### src/rtl/ssfa_cfg.svh
`ifndef SSFA_CFG_SVH
`define SSFA_CFG_SVH

// register offsets on the plain register port
`define SSFA_OFS_S1_LO 8'h0c
`define SSFA_OFS_S1_HI 8'h0d
`define SSFA_OFS_S2_LO 8'h0f
`define SSFA_OFS_S2_HI 8'h10
`define SSFA_OFS_LINES_LO 8'h13
`define SSFA_OFS_LINES_HI 8'h14
`define SSFA_OFS_MODE 8'h1b
`define SSFA_OFS_DEPTH 8'h20
`define SSFA_OFS_STATUS 8'h21
`define SSFA_OFS_STRIDE 8'h22
`define SSFA_OFS_LINE_LO 8'h23
`define SSFA_OFS_LINE_HI 8'h24

// field positions
`define SSFA_MODE_ROT_BIT 7
`define SSFA_STATUS_SECOND_BIT 0
`define SSFA_STATUS_ROT_BIT 1

// reset values
`define SSFA_RST_BYTE 8'h00
`define SSFA_RST_HI7 7'h00
`define SSFA_RST_HI2 2'h0
`define SSFA_RST_DEPTH 2'h0
`define SSFA_RST_ROT 1'b0
`define SSFA_READ_NONE 8'h00

// pixels moved by one step of the start offset at one bit per pixel
`define SSFA_LAND_STEP_1BPP 5'h10
`define SSFA_ROT_STEP_1BPP 5'h08
`define SSFA_LINE_MAX 10'h3ff

`endif

### src/rtl/ssfa_pkg.sv
package ssfa_pkg;

	typedef enum logic [1:0] {
		st_idle = 2'b00,
		st_first = 2'b01,
		st_second = 2'b10
	} ssfa_fsm_type;

	// colour depth code: 1, 2, 4, 8 bits per pixel
	typedef enum logic [1:0] {
		depth_1bpp = 2'b00,
		depth_2bpp = 2'b01,
		depth_4bpp = 2'b10,
		depth_8bpp = 2'b11
	} ssfa_depth_type;

	typedef struct packed {
		logic [14:0] s1_start;
		logic [14:0] s2_start;
		logic [9:0] s1_lines;
		logic rotate;
		logic [1:0] depth;
		logic [7:0] stride;
	} ssfa_cfg_type;

	typedef struct packed {
		logic second;
		logic rotated;
		logic [9:0] line;
	} ssfa_status_type;

	typedef struct packed {
		logic [7:0] s1_lo;
		logic [6:0] s1_hi;
		logic [7:0] s2_lo;
		logic [6:0] s2_hi;
		logic [7:0] len_lo;
		logic [1:0] len_hi;
		logic rot;
		logic [1:0] depth;
		logic [7:0] stride;
		logic [7:0] rdata;
	} ssfa_regs_type;

	typedef struct packed {
		ssfa_fsm_type st;
		ssfa_cfg_type lat;
		logic [9:0] line;
		logic [15:0] addr;
	} ssfa_fetch_state_type;

endpackage

### src/rtl/ssfa_fetch_top.sv
// Chosen here: the plain strobed port.
`timescale 1ns/1ns
`include "ssfa_cfg.svh"

// Summary of operation
// - first-region line count is low byte plus two low bits of high byte
// - a line count at or beyond panel height shows the first region only
// - each frame starts fetching at the first-region start offset, or at the second when the line count is zero in landscape
// - in landscape, after the line count the rest of the frame uses the second offset
// - first region on top unless its line count is zero in landscape; the two offsets have no ordering
// - second start is fifteen bits; top bit of high byte reserved
// - a unit offset change moves the image one to sixteen pixels
// - rotated mode never splits and ignores the second offset
// - only rotated eight-bit mode steps exactly one pixel per unit
// - offset equals high byte times 256 plus low byte
// - split may fall at any line, set only by the line count
// - first start is fifteen bits, top-left word in landscape
// - a word holds 16, 8, 4 or 2 pixels per colour depth
// - rotated mode treats the first start offset as a byte offset
module ssfa_fetch_top (
	input wire logic clk_in,
	input wire logic rst_in,
	input wire logic [7:0] addr_in,
	input wire logic [7:0] wdata_in,
	input wire logic wr_in,
	input wire logic rd_in,
	output logic [7:0] rdata_out,
	input wire logic frame_start_in,
	input wire logic line_done_in,
	input wire logic vblank_start_in,
	output logic [15:0] fetch_addr_out,
	output logic fetch_active_out,
	output logic second_region_out,
	output logic [9:0] line_index_out,
	output logic [4:0] pixel_step_out
);

	ssfa_pkg::ssfa_cfg_type cfg;
	ssfa_pkg::ssfa_status_type status;
	ssfa_pkg::ssfa_fetch_state_type s_ff;
	ssfa_pkg::ssfa_fetch_state_type nxt_s;
	logic [9:0] line_inc;
	logic split_now;

	////////////////////////////////////////////////////////////////
	// helpers

	// word offset in landscape, byte offset when rotated
	function automatic logic [15:0] to_byte(input logic rot, input logic [14:0] ofs);
		to_byte = rot ? {1'b0, ofs} : {ofs, 1'b0};
	endfunction

	// bytes from one line to the next
	function automatic logic [15:0] stride_bytes(input logic rot, input logic [7:0] st);
		stride_bytes = rot ? {8'h00, st} : {7'h00, st, 1'b0};
	endfunction

	// pixels moved by a unit change of a start offset
	function automatic logic [4:0] pix_step(input logic rot, input logic [1:0] depth);
		pix_step = rot ? (`SSFA_ROT_STEP_1BPP >> depth) : (`SSFA_LAND_STEP_1BPP >> depth);
	endfunction

	////////////////////////////////////////////////////////////////
	// register bank
	ssfa_reg_bank u_regs (
		.clk_in(clk_in),
		.rst_in(rst_in),
		.addr_in(addr_in),
		.wdata_in(wdata_in),
		.wr_in(wr_in),
		.rd_in(rd_in),
		.status_in(status),
		.cfg_out(cfg),
		.rdata_out(rdata_out)
	);

	////////////////////////////////////////////////////////////////
	// line counting and split detection

	// counter saturates so an oversized line count never matches
	assign line_inc = (s_ff.line == `SSFA_LINE_MAX) ? s_ff.line : s_ff.line + 10'h001;
	// split only from the first region, never when rotated
	assign split_now = (s_ff.st == ssfa_pkg::st_first) && !s_ff.lat.rotate
		&& (line_inc == s_ff.lat.s1_lines);

	////////////////////////////////////////////////////////////////
	// fetch sequencer
	always_comb begin
		nxt_s = s_ff;
		case (s_ff.st)
			ssfa_pkg::st_idle: begin
				nxt_s.st = ssfa_pkg::st_idle;
			end
			ssfa_pkg::st_first, ssfa_pkg::st_second: begin
				if (vblank_start_in) begin
					nxt_s.st = ssfa_pkg::st_idle;
				end else if (line_done_in) begin
					nxt_s.line = line_inc;
					if (split_now) begin
						// rest of frame from the second region
						nxt_s.st = ssfa_pkg::st_second;
						nxt_s.addr = to_byte(1'b0, s_ff.lat.s2_start);
					end else begin
						nxt_s.addr = s_ff.addr + stride_bytes(s_ff.lat.rotate, s_ff.lat.stride);
					end
				end
			end
			default: begin
				nxt_s.st = ssfa_pkg::st_idle;
			end
		endcase
		// frame start wins and samples a fresh setup
		if (frame_start_in) begin
			nxt_s.lat = cfg;
			nxt_s.line = 10'h000;
			if (!cfg.rotate && cfg.s1_lines == 10'h000) begin
				nxt_s.st = ssfa_pkg::st_second;
				nxt_s.addr = to_byte(1'b0, cfg.s2_start);
			end else begin
				nxt_s.st = ssfa_pkg::st_first;
				nxt_s.addr = to_byte(cfg.rotate, cfg.s1_start);
			end
		end
	end

	// state register
	always_ff @(posedge clk_in) begin
		if (rst_in) begin
			s_ff <= '0;
		end else begin
			s_ff <= nxt_s;
		end
	end

	////////////////////////////////////////////////////////////////
	// outputs and status
	assign fetch_addr_out = s_ff.addr;
	assign fetch_active_out = (s_ff.st != ssfa_pkg::st_idle);
	assign second_region_out = (s_ff.st == ssfa_pkg::st_second);
	assign line_index_out = s_ff.line;
	assign pixel_step_out = pix_step(s_ff.lat.rotate, s_ff.lat.depth);
	assign status.second = second_region_out;
	assign status.rotated = s_ff.lat.rotate;
	assign status.line = s_ff.line;
endmodule

### src/rtl/ssfa_reg_bank.sv
`timescale 1ns/1ns
`include "ssfa_cfg.svh"

module ssfa_reg_bank (
	input wire logic clk_in,
	input wire logic rst_in,
	input wire logic [7:0] addr_in,
	input wire logic [7:0] wdata_in,
	input wire logic wr_in,
	input wire logic rd_in,
	input wire ssfa_pkg::ssfa_status_type status_in,
	output ssfa_pkg::ssfa_cfg_type cfg_out,
	output logic [7:0] rdata_out
);

	ssfa_pkg::ssfa_regs_type r_ff;
	ssfa_pkg::ssfa_regs_type nxt_r;

	// offset is high byte times 256 plus low byte
	function automatic logic [14:0] join_offset(input logic [6:0] hi, input logic [7:0] lo);
		join_offset = {hi, lo};
	endfunction

	////////////////////////////////////////////////////////////////
	// writes and read mux
	always_comb begin
		nxt_r = r_ff;
		nxt_r.rdata = `SSFA_READ_NONE;
		if (wr_in) begin
			case (addr_in)
				`SSFA_OFS_S1_LO: nxt_r.s1_lo = wdata_in;
				`SSFA_OFS_S1_HI: nxt_r.s1_hi = wdata_in[6:0];
				`SSFA_OFS_S2_LO: nxt_r.s2_lo = wdata_in;
				`SSFA_OFS_S2_HI: nxt_r.s2_hi = wdata_in[6:0];
				`SSFA_OFS_LINES_LO: nxt_r.len_lo = wdata_in;
				`SSFA_OFS_LINES_HI: nxt_r.len_hi = wdata_in[1:0];
				`SSFA_OFS_MODE: nxt_r.rot = wdata_in[`SSFA_MODE_ROT_BIT];
				`SSFA_OFS_DEPTH: nxt_r.depth = wdata_in[1:0];
				`SSFA_OFS_STRIDE: nxt_r.stride = wdata_in;
				default: ;
			endcase
		end
		if (rd_in) begin
			case (addr_in)
				`SSFA_OFS_S1_LO: nxt_r.rdata = r_ff.s1_lo;
				`SSFA_OFS_S1_HI: nxt_r.rdata = {1'b0, r_ff.s1_hi};
				`SSFA_OFS_S2_LO: nxt_r.rdata = r_ff.s2_lo;
				`SSFA_OFS_S2_HI: nxt_r.rdata = {1'b0, r_ff.s2_hi};
				`SSFA_OFS_LINES_LO: nxt_r.rdata = r_ff.len_lo;
				`SSFA_OFS_LINES_HI: nxt_r.rdata = {6'h00, r_ff.len_hi};
				`SSFA_OFS_MODE: nxt_r.rdata = {r_ff.rot, 7'h00};
				`SSFA_OFS_DEPTH: nxt_r.rdata = {6'h00, r_ff.depth};
				`SSFA_OFS_STRIDE: nxt_r.rdata = r_ff.stride;
				`SSFA_OFS_STATUS: nxt_r.rdata = {6'h00, status_in.rotated, status_in.second};
				`SSFA_OFS_LINE_LO: nxt_r.rdata = status_in.line[7:0];
				`SSFA_OFS_LINE_HI: nxt_r.rdata = {6'h00, status_in.line[9:8]};
				default: nxt_r.rdata = `SSFA_READ_NONE;
			endcase
		end
	end

	////////////////////////////////////////////////////////////////
	// register the whole bank
	always_ff @(posedge clk_in) begin
		if (rst_in) begin
			r_ff <= '{s1_lo: `SSFA_RST_BYTE, s1_hi: `SSFA_RST_HI7, s2_lo: `SSFA_RST_BYTE,
				s2_hi: `SSFA_RST_HI7, len_lo: `SSFA_RST_BYTE, len_hi: `SSFA_RST_HI2,
				rot: `SSFA_RST_ROT, depth: `SSFA_RST_DEPTH, stride: `SSFA_RST_BYTE,
				rdata: `SSFA_READ_NONE};
		end else begin
			r_ff <= nxt_r;
		end
	end

	// live configuration to the fetch logic
	always_comb begin
		cfg_out.s1_start = join_offset(r_ff.s1_hi, r_ff.s1_lo);
		cfg_out.s2_start = join_offset(r_ff.s2_hi, r_ff.s2_lo);
		cfg_out.s1_lines = {r_ff.len_hi, r_ff.len_lo};
		cfg_out.rotate = r_ff.rot;
		cfg_out.depth = r_ff.depth;
		cfg_out.stride = r_ff.stride;
	end

	assign rdata_out = r_ff.rdata;

endmodule

### config.mk
export PLATFORM = sky130hd
export DESIGN_NAME = ssfa_fetch_top
export DESIGN_NICKNAME = d
export VERILOG_FILES = /design/src/rtl/ssfa_pkg.sv /design/src/rtl/ssfa_fetch_top.sv /design/src/rtl/ssfa_reg_bank.sv
export VERILOG_INCLUDE_DIRS = /design/src /design/src/rtl
export SDC_FILE = /design/constraint.sdc
export NUM_CORES = 1
export LEC_CHECK = 0
export BUFFER_PORTS_ARGS = -buffer_cell sky130_fd_sc_hd__buf_2
export CAP_MARGIN = 15
export CORE_MARGIN = 5
export CORE_UTILIZATION = 60
export DETAILED_ROUTE_END_ITERATION = 7
export PLACE_DENSITY = 0.8
export SLEW_MARGIN = 10
export SYNTH_ARGS = -nofsm -noshare
export SYNTH_HDL_FRONTEND = slang
export SYNTH_HIERARCHICAL = 1
export SYNTH_SLANG_ARGS = --single-unit
### constraint.sdc
create_clock -name clk_in -period 3.7 [get_ports clk_in]
set_input_delay 0.185 -clock clk_in [delete_from_list [all_inputs] [get_ports clk_in]]
set_output_delay 0.185 -clock clk_in [all_outputs]
set_load 0.02 [all_outputs]
Yosys cells after proc, flatten, opt, wreduce, memory -nomap -nowiden
Cells that the tools add are included.
- register bits: 138
- bits of input ports: 23
- output and inout port bits: 41
- logic and storage cells: 84
- add/subtract/negate cells: 2
- eq/ne operators: 19
- shifts and indexed selects: 2
- mux-type cells: 16
- bitwise logic cells: 2
- reductions and logical operators: 24
- operators with widths (cell ; count):
    $pmux W8 S12 ; 1
    $mux W79 ; 1
    $mux W26 ; 3
    $mux W16 ; 3
    $eq A8 B6 Y1 const B ; 5
    $eq A8 B5 Y1 const B ; 4
    $eq A8 B4 Y1 const B ; 3
    $reduce_and A2 Y1 ; 10
    $add A16 B9 Y16 ; 1
    $add A10 B1 Y10 const B ; 1
    $eq A10 B10 Y1 ; 1
    $eq A10 B10 Y1 const B ; 1
    $logic_not A10 Y1 ; 1
    $mux W10 ; 1
    $mux W2 ; 5
    $mux W9 ; 1
    $ne A4 B4 Y1 const B ; 2
    $reduce_and A3 Y1 ; 2
    $reduce_bool A2 Y1 ; 3
    $reduce_or A2 Y1 ; 3
    $mux W5 ; 1
    $shr A4 B2 Y5 const A ; 1
    $shr A5 B2 Y5 const A ; 1
    $logic_and A1 B1 Y1 ; 3
    other kinds (5) ; 7

Depth between registers and ports, before layout
- depth after elaboration: 9
- mapped depth: 13
- depth with buffers taken out: 12

Cells and area by module
The synthesis kept the hierarchy.
- by module, submodules not included (module ; times used ; cells an instance ; area each (sq um) ; sequential area each (sq um)):
    ssfa_fetch_top ; 1 ; 519 ; 4319.1 ; 1281.2
    ssfa_reg_bank ; 1 ; 282 ; 2733.9 ; 1181.1

Worst setup path before layout
Ideal clock, no wire load.
- path type: reg2reg
- from: register s_ff[36] (netlist bit)
- to: register s_ff (netlist bit fetch_addr_out[15])
- setup time: 0.086 ns
- arrival time: 2.849 ns
- required time: 3.614 ns
- slack: 0.765 ns
- stages on the path, launching flop included: 13
- cell sequence: dfxtp_1 clkbuf_1 mux2i_1 inv_1 ha_1 a211oi_1 o21ai_0 a31oi_1 o21ai_0 a21boi_0 o21ai_0 mux2_2 a221oi_2
- longest elaborated chain between the ends: 8
- elaborated cells on any way between the ends: 10
- classes of those cells: add/sub (1); mux (6); reduce/logical (3)
- ends and longest elaborated chain (element ; line ; text):
    from (decl) ; ssfa_fetch_top.sv:40 ; ssfa_pkg::ssfa_fetch_state_type s_ff;
    from (signal assigned) ; ssfa_fetch_top.sv:131 ; s_ff <= nxt_s;
    parallel branches: the longest is 3 deep, another holds $add A16 B9 Y16 ; -- ;
    $mux W16 * ; ssfa_fetch_top.sv:99 ; if (split_now) begin
    $mux W26 * ; ssfa_fetch_top.sv:97 ; end else if (line_done_in) begin
    $mux W26 * ; ssfa_fetch_top.sv:95 ; if (vblank_start_in) begin
    $mux W26 * ; ssfa_fetch_top.sv:90 ; case (s_ff.st)
    $mux W79 * ; ssfa_fetch_top.sv:113 ; if (frame_start_in) begin
Every way passes the cells marked *. The select of a mux whose other input is x is not followed.
A chain may end at the register's enable or synchronous reset.

Final worst setup path
- from: register s_ff (netlist bit line_index_out[1])
- to: register s_ff (netlist bit fetch_addr_out[15])
- longest elaborated chain between the ends: 9
- elaborated cells on any way between the ends: 10
- classes of those cells: add/sub (1); eq/ne (2); mux (6); reduce/logical (1)
- ends and longest elaborated chain (element ; line ; text):
    $add A10 B1 Y10 / $eq A10 B10 Y1 (equally long branches) ; -- ;
    $mux W10 * ; ssfa_fetch_top.sv:81 ; assign line_inc = (s_ff.line == `SSFA_LINE_MAX) ? s_ff.line : s_ff.line + 10'h001;
    $eq A10 B10 Y1 * ; ssfa_fetch_top.sv:84 ; && (line_inc == s_ff.lat.s1_lines);
    $logic_and A1 B1 Y1 * ; ssfa_fetch_top.sv:84 ;
    $mux W16 * ; ssfa_fetch_top.sv:99 ;
    $mux W26 * ; ssfa_fetch_top.sv:97 ;
    $mux W26 * ; ssfa_fetch_top.sv:95 ;
    $mux W26 * ; ssfa_fetch_top.sv:90 ;
    $mux W79 * ; ssfa_fetch_top.sv:113 ;
Every way passes the cells marked *; elsewhere a longest branch is shown, timed or not. The select of a mux whose other input is x is not followed.

==> flow_summary.toml <==
[status]
status = "finished, final reports clean"

[worst_setup_path]
crit_top_cell = "nand4_1"
cp-end-kind = "register"
worst-endpoint-required_ns = 4.02
cp_slowest_cell = "ha_1"
path_cells = "ha_1, nand4_1, nor4b_4, xnor2_1, a2111o_1, nor4_1, nand4_1, mux2_2, a221oi_2"
slowest_delay_ns = 0.50
critPathMaxFanout = 13
setup.worst_path.class = "reg -> reg"
start_kind = "register"
crit_arrival_ns = 3.72

[cts]
cts.htree.levels = 4
clockRootBuffer = "clkbuf_16"
clk_path_buf_depth = 2
clk_pin_slew_ns = 0.06
cts-buffers-inserted = 17
clk_latency_ns = 0.42
cts_hold_buffers = 0
cts.sinks = 123
cts_tree = "yes"
cts_setup_buffers = 0

[floorplanning]
placementRows = 39
start_util = 0.615
core_um2 = 11500
dieWidth_um = 118
ios = 64
dieArea_um2 = 14000
die_h_um = 118

[synth]
synth_common_cells = "nor2_1 (129), mux2i_1 (124), dfxtp_1 (123)"
synth_async_sr_flop_share = 0
yosys-top-cells-area = "dfxtp_1 (35%), mux2i_1 (18%), nor2_1 (6.9%)"
synth_top_area_share = 0.349
yosys_warnings = 6
seq_area_frac_synth = 0.349
syn-cell-area_um2 = 7050
ys_types = 69
syn_area_per_cell_um2 = 8.81
yosysTopAreaCell = "dfxtp_1"
synth_cells = 801
syn_nets = 840
synth_ff_type = "dfxtp_1"
synth.ff_latch_count = 123
yosys.cell_count.top_type = "nor2_1"
synth_enable_flop_cells = 0

[timing]
hold_ws_ns = 0.0996
finalSetupViolations = 0
rsz0062_at_grt = "false"
slew_violations = 0
slew_headroom = 0.365
fin_crit_ns = 3.40
skew_ns = 0.00734
fmax_ghz = 0.294
hold_viol = 0
tightest_slew_ns = 0.949
tns_ns = 0
fin_crit_sh = 0.919

[power]
power_density_nw_per_um2 = 402
p_leak_uw = 0.00337
irDropWorstVdd_v = 0.000339

[route]
dr.pass1.iters = 6
drc = 0
dr_total_vias = 6329
wl_per_cell_um = 20.9
postRouteAntennaNets = 0
totalWireLength_mm = 20.3
viasPerCell = 6.50
drt-initial-drc-count = 847

[place]
io_buffers = 63
gp_congestion = 0.962
dp_hpwl_mm = 14.4
placedCellCount = 942

[final_layout]
area_delta_synth_final_pct = 10.4
drive_above_1_share = 0.154
stdcell_count = 973
nets = 857
n_fill_cell = 928
antennaDiodeCount = 0

[job]
maxCapViolations = 0

[global_routing]
grt-ovfl-total = 0
grt_max_degree = 94
grt_pass1_vias = 5946
antenna_found_initial = 0
grt_first_pass_wirelength_mm = 32.5
grt.total_usage = 0.287

[worst_hold_path]
min-delay-path-class = "in -> reg"
[per-layer routing]
layer,global-route usage,wire length [um]
met1,0.407,8600
met2,0.434,9100
met3,0.0654,2090
met4,0.0957,511
met5,0,0
[power by group]
group	internal [uW]	switching, uW
Sequential	1330	5.06
Clock	1050	593
Combinational	43.0	107
[cell type report]
cell class,instances,area (um2),share of cell area
flip-flops and latches,123,2460,0.316
repair buffers,74,400,0.0514
clock inverters,7,88.8,0.0114
inverters,16,60.1,0.00771
multi-input cells,586,4100,0.527
clock buffers,24,492,0.0631
well taps,143,179,0.0230
[sequential cells by signal (all words and copies together) (netlist names)]
signal and cells:
s_ff 38, fetch_addr_out 16, line_index_out 10, u_regs/rdata_out 8
u_regs/cfg_out 51
[critical path, delay by kind of cell, from the launching register on]
kind | cells | cell delay [ns]
AOI/OAI and AO/OA | 2 | 0.68
and+or+nand+nor | 4 | 1.11
DFF | 1 | 0.43
adders and majority gates | 1 | 0.50
muxes | 1 | 0.44
xor gates and xnor gates | 1 | 0.13
[cell usage in the layout, fill, tap and decap left out, drive strengths merged, types with 19 or more instances in the layout]
master,count
nand3,26
o21ai,28
buf,74
mux2i,124
clkbuf,24
nor2,131
a22oi,19
a21oi,21
nand2,35
dfxtp,123
[cells by family after synthesis]
family	Yosys count	share of synthesized area
and+or+nand+nor	270	0.186
AOI/OAI and AO/OA	145	0.148
muxes	135	0.194
DFF	123	0.349
buffers and inverters	92	0.0690
xor gates and xnor gates	20	0.0248
adders and majority gates	16	0.0294
[path summary, 6_finish.rpt]
kind                            cells past startpoint  slack (ns)                               to                            from
worst max register to register                      9        0.30  fetch_addr_out[15]$_SDFFE_PP0P_  line_index_out[1]$_SDFFE_PP0P_
worst min register to register                      2        0.49            s_ff[47]$_SDFFE_PP0P_           s_ff[47]$_SDFFE_PP0P_
worst max-delay path                                9        0.30  fetch_addr_out[15]$_SDFFE_PP0P_  line_index_out[1]$_SDFFE_PP0P_
worst min-delay path                                2         0.1            s_ff[50]$_SDFFE_PP0P_                          rst_in
[what timing repair did]
item                                   CTS  global route
setup endpoints to repair                0             1
endpoints found under the hold margin    0             0
resized for setup                        0             1
[per-stage QoR]
stage                     power, uW  utilization  worst slack (ns)  cell area, um2
final                          3130        0.679             0.300            7790
after global routing           3210        0.679            0.0754            7790
after CTS                      3140        0.679             0.284            7790
after detailed placement       1510        0.628             0.348            7210
after global placement         1500        0.628             0.502            7210
after floorplan                1460            -             0.765            7050
No activity file was read; power rests on OpenSTA's default activity.
